$ cat src/core/psf_pkg.sv
// Shared constants and types for the processor status flag block
package psf_pkg;

	localparam int unsigned FLAG_W = 8;
	localparam int unsigned NIB_W  = 4;
	localparam int unsigned ADDR_W = 12;

	// Bit positions inside processor_flags
	localparam int unsigned BIT_MSB_OVF   = 0;
	localparam int unsigned BIT_NIBBLE    = 1;
	localparam int unsigned BIT_NULL      = 2;
	localparam int unsigned BIT_PWR_DOWN  = 3;
	localparam int unsigned BIT_TIMEOUT   = 4;
	localparam int unsigned BIT_BANK      = 5;
	localparam int unsigned BIT_UPPER_RSV = 6;
	localparam int unsigned BIT_IND_RSV   = 7;

	localparam logic [7:0] FLAGS_RST     = 8'h18;
	localparam logic [7:0] HW_ONLY_MASK  = 8'h18;
	localparam logic [7:0] BANK0_BASE    = 8'h00;
	localparam logic [7:0] BANK1_BASE    = 8'h80;

	// Register byte addresses
	localparam logic [11:0] ADDR_FLAGS  = 12'h000;
	localparam logic [11:0] ADDR_RESULT = 12'h004;

	localparam logic [1:0] HTRANS_NONSEQ = 2'h2;
	localparam logic       HRESP_OKAY    = 1'h0;

	typedef enum logic [4:0] {
		OP_NONE,
		OP_ADD_W_FILE,
		OP_ADD_LITERAL,
		OP_SUB_FROM_LITERAL,
		OP_SUB_W_FILE,
		OP_AND_W_FILE,
		OP_OR_W_FILE,
		OP_XOR_W_FILE,
		OP_CLEAR_FILE,
		OP_MOVE_W_TO_FILE,
		OP_BIT_CLEAR,
		OP_BIT_SET,
		OP_NIBBLE_SWAP,
		OP_ROTATE_RIGHT,
		OP_ROTATE_LEFT,
		OP_WATCHDOG_KICK,
		OP_LOW_POWER_HALT
	} psf_op_e;

	typedef struct packed {
		logic        valid;
		psf_op_e     op;
		logic        to_flags;
		logic [7:0]  w_val;
		logic [7:0]  file_val;
		logic [7:0]  lit_val;
		logic [2:0]  bit_sel;
		logic [6:0]  file_addr;
	} psf_exec_s;

	typedef struct packed {
		logic null_res;
		logic nibble_carry;
		logic msb_ovf;
	} psf_flags_s;

endpackage

$ cat src/core/psf_alu.sv
// Arithmetic and logic unit with flag generation
`timescale 1ns/100ps
module psf_alu
	import psf_pkg::*;
#(
	parameter int unsigned WIDTH = FLAG_W
) (
	input  wire psf_op_e                  op,        // Operation
	input  wire logic [WIDTH-1:0]         w_val,     // Working value
	input  wire logic [WIDTH-1:0]         file_val,  // File operand
	input  wire logic [WIDTH-1:0]         lit_val,   // Literal operand
	input  wire logic [$clog2(WIDTH)-1:0] bit_sel,   // Bit index
	input  wire logic                     carry_in,  // Current carry flag
	output logic      [WIDTH-1:0]         result,    // Result
	output psf_flags_s                    flags,     // Computed flags
	output psf_flags_s                    touch      // Flags this op updates
);

	if (WIDTH <= NIB_W) begin : g_bad_width
		$error("psf_alu: WIDTH must exceed the nibble width");
	end

	logic [WIDTH-1:0] opa;
	logic [WIDTH-1:0] opb;
	logic             cin;
	logic [WIDTH:0]   sum;
	logic [NIB_W:0]   low;
	logic [WIDTH-1:0] onehot;

	always_comb begin
		opa = file_val;
		opb = w_val;
		cin = 1'b0;
		case (op)
			OP_ADD_LITERAL: begin
				opa = lit_val;
			end
			OP_SUB_FROM_LITERAL: begin
				opa = lit_val;
				opb = ~w_val;
				cin = 1'b1;
			end
			OP_SUB_W_FILE: begin
				opb = ~w_val;
				cin = 1'b1;
			end
			default: begin
				opa = file_val;
			end
		endcase
		sum = {1'b0, opa} + {1'b0, opb} + {{WIDTH{1'b0}}, cin};
		low = {1'b0, opa[NIB_W-1:0]} + {1'b0, opb[NIB_W-1:0]} + {{NIB_W{1'b0}}, cin};
		onehot = {{(WIDTH-1){1'b0}}, 1'b1} << bit_sel;
		result = sum[WIDTH-1:0];
		touch = '0;
		flags.msb_ovf = sum[WIDTH];
		flags.nibble_carry = low[NIB_W];
		case (op)
			OP_ADD_W_FILE, OP_ADD_LITERAL, OP_SUB_FROM_LITERAL, OP_SUB_W_FILE: begin
				touch = '1;
			end
			OP_AND_W_FILE: begin
				result = w_val & file_val;
				touch.null_res = 1'b1;
			end
			OP_OR_W_FILE: begin
				result = w_val | file_val;
				touch.null_res = 1'b1;
			end
			OP_XOR_W_FILE: begin
				result = w_val ^ file_val;
				touch.null_res = 1'b1;
			end
			OP_CLEAR_FILE: begin
				result = '0;
				touch.null_res = 1'b1;
			end
			OP_MOVE_W_TO_FILE: result = w_val;
			OP_BIT_CLEAR:      result = file_val & ~onehot;
			OP_BIT_SET:        result = file_val | onehot;
			OP_NIBBLE_SWAP:    result = {file_val[NIB_W-1:0], file_val[WIDTH-1:NIB_W]};
			OP_ROTATE_RIGHT: begin
				result = {carry_in, file_val[WIDTH-1:1]};
				flags.msb_ovf = file_val[0];
				touch.msb_ovf = 1'b1;
			end
			OP_ROTATE_LEFT: begin
				result = {file_val[WIDTH-2:0], carry_in};
				flags.msb_ovf = file_val[WIDTH-1];
				touch.msb_ovf = 1'b1;
			end
			default: result = file_val;
		endcase
		flags.null_res = (result == '0);
	end

endmodule

$ cat src/core/psf_top.sv
// Processor status flag register with AHB-Lite access
`timescale 1ns/100ps
module psf_top
	import psf_pkg::*;
(
	input  wire logic        REF_CLK,      // 100 MHz clock
	input  wire logic        RST,          // Synchronous reset, active high
	input  wire psf_exec_s   EXEC,         // Instruction to execute
	input  wire logic        WDT_EXPIRE,   // Watchdog timer expired
	input  wire logic        HSEL,         // AHB select
	input  wire logic [31:0] HADDR,        // AHB address
	input  wire logic [1:0]  HTRANS,       // AHB transfer type
	input  wire logic        HWRITE,       // AHB write
	input  wire logic [2:0]  HSIZE,        // AHB size, word only
	input  wire logic [31:0] HWDATA,       // AHB write data
	input  wire logic        HREADY,       // AHB bus ready
	output logic      [31:0] HRDATA,       // AHB read data
	output logic             HREADYOUT,    // AHB slave ready
	output logic             HRESP,        // AHB response
	output logic      [7:0]  STATUS_FLAGS, // processor_flags contents
	output logic      [7:0]  RESULT,       // Last ALU result
	output logic      [7:0]  DIRECT_ADDR   // Banked direct data address
);

	typedef enum logic [1:0] {
		BUS_IDLE,
		BUS_WRITE,
		BUS_RD_WAIT,
		BUS_RD_DATA
	} psf_bus_e;

	psf_bus_e         bus_r;
	psf_bus_e         bus_nxt;
	logic [11:0]      addr_r;
	logic [11:0]      addr_nxt;
	logic [31:0]      hrdata_r;
	logic [31:0]      hrdata_nxt;
	logic             hready_r;
	logic             hready_nxt;
	logic [7:0]       flags_r;
	logic [7:0]       flags_nxt;
	logic [7:0]       result_r;
	logic [7:0]       result_nxt;
	logic [7:0]       daddr_r;
	logic [7:0]       daddr_nxt;
	logic             accept;
	logic             bus_wr_flags;
	logic [7:0]       alu_res;
	psf_flags_s       alu_flags;
	psf_flags_s       alu_touch;

	function automatic logic writes_file(input psf_op_e op);
		case (op)
			OP_NONE, OP_ADD_LITERAL, OP_SUB_FROM_LITERAL,
			OP_WATCHDOG_KICK, OP_LOW_POWER_HALT: writes_file = 1'b0;
			default:                             writes_file = 1'b1;
		endcase
	endfunction

	function automatic logic [7:0] bank_addr(input logic bank, input logic [6:0] low);
		bank_addr = (bank ? BANK1_BASE : BANK0_BASE) | {1'b0, low};
	endfunction

	psf_alu #(
		.WIDTH (FLAG_W)
	) u_alu (
		.op       (EXEC.op),
		.w_val    (EXEC.w_val),
		.file_val (EXEC.file_val),
		.lit_val  (EXEC.lit_val),
		.bit_sel  (EXEC.bit_sel),
		.carry_in (flags_r[BIT_MSB_OVF]),
		.result   (alu_res),
		.flags    (alu_flags),
		.touch    (alu_touch)
	);

	assign accept = HSEL && HREADY && (HTRANS == HTRANS_NONSEQ);
	assign bus_wr_flags = (bus_r == BUS_WRITE) && (addr_r == ADDR_FLAGS);

	// Bus slave: writes take no wait, reads one wait state
	always_comb begin
		bus_nxt = bus_r;
		addr_nxt = addr_r;
		hrdata_nxt = hrdata_r;
		hready_nxt = 1'b1;
		case (bus_r)
			BUS_RD_WAIT: begin
				bus_nxt = BUS_RD_DATA;
				case (addr_r)
					ADDR_FLAGS:  hrdata_nxt = {24'h000000, flags_r};
					ADDR_RESULT: hrdata_nxt = {24'h000000, result_r};
					default:     hrdata_nxt = 32'h00000000;
				endcase
			end
			default: begin
				bus_nxt = BUS_IDLE;
				if (accept) begin
					addr_nxt = HADDR[ADDR_W-1:0];
					bus_nxt = HWRITE ? BUS_WRITE : BUS_RD_WAIT;
					hready_nxt = HWRITE;
				end
			end
		endcase
	end

	// Flag register update
	always_comb begin
		flags_nxt = flags_r;
		result_nxt = result_r;
		daddr_nxt = daddr_r;
		if (bus_wr_flags) begin
			flags_nxt = (HWDATA[7:0] & ~HW_ONLY_MASK) | (flags_r & HW_ONLY_MASK);
		end
		if (EXEC.valid) begin
			result_nxt = alu_res;
			daddr_nxt = bank_addr(flags_r[BIT_BANK], EXEC.file_addr);
			if (EXEC.to_flags && writes_file(EXEC.op)) begin
				flags_nxt = (alu_res & ~HW_ONLY_MASK) | (flags_nxt & HW_ONLY_MASK);
				if (alu_touch != '0) begin
					flags_nxt[BIT_NULL:BIT_MSB_OVF] = {flags_r[BIT_NULL],
						flags_r[BIT_NIBBLE], flags_r[BIT_MSB_OVF]};
				end
			end
			if (alu_touch.null_res) begin
				flags_nxt[BIT_NULL] = alu_flags.null_res;
			end
			if (alu_touch.nibble_carry) begin
				flags_nxt[BIT_NIBBLE] = alu_flags.nibble_carry;
			end
			if (alu_touch.msb_ovf) begin
				flags_nxt[BIT_MSB_OVF] = alu_flags.msb_ovf;
			end
			case (EXEC.op)
				OP_WATCHDOG_KICK: begin
					flags_nxt[BIT_TIMEOUT] = 1'b1;
					flags_nxt[BIT_PWR_DOWN] = 1'b1;
				end
				OP_LOW_POWER_HALT: begin
					flags_nxt[BIT_TIMEOUT] = 1'b1;
					flags_nxt[BIT_PWR_DOWN] = 1'b0;
				end
				default: begin
					flags_nxt[BIT_TIMEOUT] = flags_nxt[BIT_TIMEOUT];
				end
			endcase
		end
		if (WDT_EXPIRE) begin
			flags_nxt[BIT_TIMEOUT] = 1'b0;
		end
	end

	always_ff @(posedge REF_CLK) begin
		if (RST) begin
			bus_r <= BUS_IDLE;
			addr_r <= 12'h000;
			hrdata_r <= 32'h00000000;
			hready_r <= 1'b1;
			flags_r <= FLAGS_RST;
			result_r <= 8'h00;
			daddr_r <= 8'h00;
		end else begin
			bus_r <= bus_nxt;
			addr_r <= addr_nxt;
			hrdata_r <= hrdata_nxt;
			hready_r <= hready_nxt;
			flags_r <= flags_nxt;
			result_r <= result_nxt;
			daddr_r <= daddr_nxt;
		end
	end

	assign HRDATA = hrdata_r;
	assign HREADYOUT = hready_r;
	assign HRESP = HRESP_OKAY;
	assign STATUS_FLAGS = flags_r;
	assign RESULT = result_r;
	assign DIRECT_ADDR = daddr_r;

	logic quiet;
	assign quiet = !bus_wr_flags && !WDT_EXPIRE;
endmodule

$ cat config.mk
export PLATFORM = sky130hd
export DESIGN_NAME = psf_top
export DESIGN_NICKNAME = d
export VERILOG_FILES = /design/src/core/psf_pkg.sv /design/src/core/psf_alu.sv /design/src/core/psf_top.sv
export SDC_FILE = /design/constraint.sdc
export NUM_CORES = 1
export LEC_CHECK = 0
export BUFFER_PORTS_ARGS = -buffer_cell sky130_fd_sc_hd__clkbuf_2
export CAP_MARGIN = 10
export CORE_AREA = 2 2 90 92
export DETAILED_ROUTE_END_ITERATION = 7
export DIE_AREA = 0 0 92 94
export PLACE_DENSITY = 0.89
export SLEW_MARGIN = 20
export SYNTH_ARGS = -nofsm -noshare
export SYNTH_HDL_FRONTEND = slang
export SYNTH_HIERARCHICAL = 1
export SYNTH_SLANG_ARGS = --single-unit
$ cat constraint.sdc
create_clock -name REF_CLK -period 9.9 [get_ports REF_CLK]
set_clock_uncertainty 0.15 [all_clocks]
set_input_delay 0.99 -clock REF_CLK [delete_from_list [all_inputs] [get_ports REF_CLK]]
set_output_delay 0.99 -clock REF_CLK [all_outputs]
set_load 0.05 [all_outputs]
* After elaboration in Yosys (flattened, before gate mapping)
Cells that the tools add are included.
Word-level totals: bits in writable memories 0, memories 0, bits in latches 0, output and inout port bits 58, register bits after elaboration 71, ROM bits 0, logic and storage cells 92, input port bits 116
Cells by class: $lt $le $gt $ge 0, equal/unequal tests 23, divide/modulo/power cells 0, multiplexer cells 25, multipliers 0, reductions and logical operators 17, shift operators 1, add/sub/neg operators 4, bitwise gates (word level) 12
Operators with widths (number):
- $pmux W8 S11 | 1
- $mux W8 | 6
- $eq A5 B4 Y1 const B | 8
- $eq A5 B3 Y1 const B | 4
- $and A8 B8 Y8 | 2
- $not A8 Y8 | 2
- $or A8 B5 Y8 | 2
- $or A8 B8 Y8 | 2
- $pmux W8 S2 | 1
- $eq A12 B3 Y1 const B | 1
- $logic_not A12 Y1 | 1
- $ne A4 B4 Y1 const B | 3
- $mux W1 | 11
- $eq A5 B2 Y1 const B | 2
- $add A8 B8 Y9 | 1
- $add A9 B1 Y9 | 1
- $logic_not A8 Y1 | 1
- $or A8 B7 Y8 | 1
- $reduce_or A8 Y1 | 1
- $shl A1 B3 Y8 const A | 1
- $xor A8 B8 Y8 | 1
- $mux W2 | 3
- $reduce_or A2 Y1 | 3
- $reduce_or A6 Y1 | 1
- other kinds (16) | 22

* Logic depth before layout (Yosys ltp)
word-level depth 12, mapped depth 14, depth with buffers taken out 13

* Hierarchy
The synthesis kept the hierarchy.
By module, submodules not included:
- psf_top | cells each 236, instances 1, seq. area each 940.9 sq um, area an instance 2193.4 sq um
- psf_alu | cells each 242, instances 1, seq. area each 0.0 sq um, area an instance 1716.6 sq um

* Worst setup path before layout
OpenSTA, ideal clock, no wires.
kind input to register, from input EXEC[39] (netlist bit), to register flags_r[2] (netlist: STATUS_FLAGS[2]), required time 9.662 ns, path slack 5.374 ns, library setup time 0.088 ns, stages 13, path buffers 1, arrival 4.288 ns, path through buf_2 nor4b_4 mux2_2 mux2_4 fa_1 nand3_1 nand2_1 xor2_1 a221o_1 or4_1 nor4b_2 o21bai_1 a311oi_2
RTL lines:
- from (decl) | RTL line psf_top.sv:8 | input wire psf_exec_s EXEC,
- to (signal assigned) | RTL line psf_top.sv:167 | flags_r <= flags_nxt;
- to (decl) | RTL line psf_top.sv:40 | logic [7:0] flags_r;

==> out/results.ini <==
[clock_network]
cts_resized=0
insertion_delay_ps=300
htree_levels=2
post_cts_buffers=0
clock_path_buffers=2
path_clk_slew_ps=80
cts_hold_buf=0
tritoncts=done
cts_buffers=5
clock-root-buffer=clkbuf_8
cts.sinks=47

[drt]
wirelength_um=11800
routedWlPerCell_um=18.0
drt_pass1_iterations=5
viasPerCell=6.09
ant_nets=0
drc_errors=0
num_vias=3985
initialDrtViolationCount=520

[setup_path]
critPathLaunchType=input port
path_cells=clkbuf_2 -> nor4b_4 -> mux2_2 -> mux2_4 -> fa_1 -> xor2_1 -> nand2_1 -> o311ai_0 -> or3_1 -> or4_1 -> nor4b_2 -> o21bai_1 -> a311oi_2
cp-startpoint=EXEC[36]
rrSetupSlack_ps=7380
crit_path_max_incr_delay_ps=680
critical_path_required_ps=9970
end_kind=flop
crit_family=simple AND/OR/NAND/NOR gates
crit_arrival_ps=5400
cp_num_buf_inv=1
worstPathMaxFanout=37
path_class=input port to flop
crit_slowest_cell=nor4b_4
timing.rr.start=STATUS_FLAGS[0]$_SDFFE_PP0P_

[sta]
finalHoldViolCount=0
grt_setup_unrepaired=no
fmax_ghz=0.188
tns_ps=0
drv_slew=0
finalCriticalPeriod_ps=5330
finalCritPeriodShare_pct=53.9
setup_viol=0
holdWs_ps=316
worst_pin_slew_ps=936
relSlewSlack_pct=37.5
setup_ws_ps=4570

[layout]
final_util_pct=57.8
syn_to_final_growth_pct=12.4
drive_gt1_share_pct=26.3
nets=676
antenna_cells=0
fin_area_um2=4400

[yosys]
yosys_warnings=6
synth-seq-area-share_pct=24.1
synth_seq_cells=47
synth_cells=478
ys_top_cells_by_area=dfxtp_1, mux2i_1, mux2_2, buf_4, nand2_1
yosysTopAreaCell=dfxtp_1
synth.most_common_cell=dfxtp_1
syn_area_um2=3910
ys_dominant_reg_cell=dfxtp_1
synthTopCellsByCount=dfxtp_1, nand2_1, nor2_1, mux2i_1
synth_cell_types=80
synth-edff-count=0
async_flop_share_pct=0
synth_top_area_share_pct=24.1
avgSynthCellArea_um2=8.18

[place]
dp_hpwl_um=9010
dp_slack_ps=4360
dpl_cell_area_um2=4290
place_congestion=0.937
port_buffers=99

[global_routing]
first_global_vias=3711
gr-total-overflow=0
grt_usage_pct=26.8
grt_max_degree=48
grt_pass1_wl_um=18500
antenna_found_initial=0

[power]
leakagePower_nw=1.93
max-vdd-ir-drop_v=0.0000685
power_density_nw_per_um2=122

[hold_path]
hold_path.class=flop to flop
min_from=addr_r[1]$_SDFFE_PP0P_

[floorplan]
die_w_um=92
coreArea_um2=7610
initial_core_util_pct=51.4
die_h_um=94
dieArea_um2=8650
fp-row-count=32
ios=174

[run]
maxCapViolations=0

[outcome]
outcome=finished clean

[metal layers]
layer	global-route usage, %	wire [µm]	vias to the layer above
met5	0	0	-
met4	8.58	369	0
met3	3.13	882	36
met2	45.0	5630	224
met1	36.0	4920	1874
li1	-	-	1851
[final cells by class]
type                    count  area, µm²
clock inverters             1       30.0
flip-flops and latches     47        941
fillers                   714       3210
well taps                 102        128
multi-input cells         387       2680
inverters                  11       41.3
clock buffers               6       72.6
repair buffers            100        503
[worst paths after layout]
path,endpoint,cells past startpoint
setup / recovery,STATUS_FLAGS[2]$_SDFFE_PP0P_,13
hold / removal,addr_r[1]$_SDFFE_PP0P_,2
hold reg to reg,addr_r[1]$_SDFFE_PP0P_,2
setup reg to reg,STATUS_FLAGS[2]$_SDFFE_PP0P_,9
[cells in the final DEF (no fill, tap or decap), types with 3 or more instances in the layout]
cell       instances
a21o_1             6
inv_1             11
nor4_1             5
xnor2_1            6
nor2_1            42
o221ai_1           3
a22oi_1            8
a211oi_2           3
nand3b_1           6
o21bai_1           6
nor3_1            12
clkbuf_2          99
mux2i_1           26
nor3b_1            3
a31oi_1            6
mux2_2            20
a211oi_1           4
a311oi_2           3
or3b_1             3
dfxtp_1           47
conb_1            25
clkbuf_8           5
or3_1              7
nand4_1            3
nor2b_1            3
ha_1               7
nand2b_1           9
nand3_1            6
o21ai_0           19
xor2_1             9
o2111ai_1          4
a21oi_1           25
nand2_1           46
a221o_1            7
[flip-flops by register name (all words and copies together) (netlist names)]
signal and cells:
STATUS_FLAGS 8, HRDATA 8, bus_r 2, DIRECT_ADDR 8
RESULT 8, addr_r 12, HREADYOUT 1
[power by group]
| part | switching, mW | total, mW | leakage, nW | internal, mW |
|---|---|---|---|---|
| registers | 0.00781 | 0.206 | 0.384 | 0.198 |
| logic | 0.130 | 0.194 | 1.50 | 0.0645 |
| clock network | 0.0634 | 0.137 | 0.0513 | 0.0741 |
[logic make-up (layout without fill, tap and decap cells)]
kind of cell               after synthesis  after routing  synth area share, %
and+or+nand+nor                        169            169                 23.6
AOI/OAI and AO/OA                      122            122                 23.3
buffers and inverters                   68            118                 9.82
muxes                                   48             48                 13.1
DFF                                     47             47                 24.1
xor gates and xnor gates                15             15                 3.36
adders and majority gates                8              8                 2.75
other                                    1             25               0.0959
[worst min-delay path: cells and delay by family (launching register included)]
family	cells	cell delay, ps
AO/OA/AOI/OAI	1	60
AND/OR/NAND/NOR	1	50
flip-flops	1	320
[stage by stage]
| step | cells | total power, mW |
|---|---|---|
| after floorplan | 502 | 0.358 |
| after global placement | 647 | 0.396 |
| after detailed placement | 647 | 0.401 |
| after CTS | 654 | 0.536 |
| after global routing | 654 | 0.559 |
| final | 654 | 0.537 |
Power figures use the tool's default switching activity.
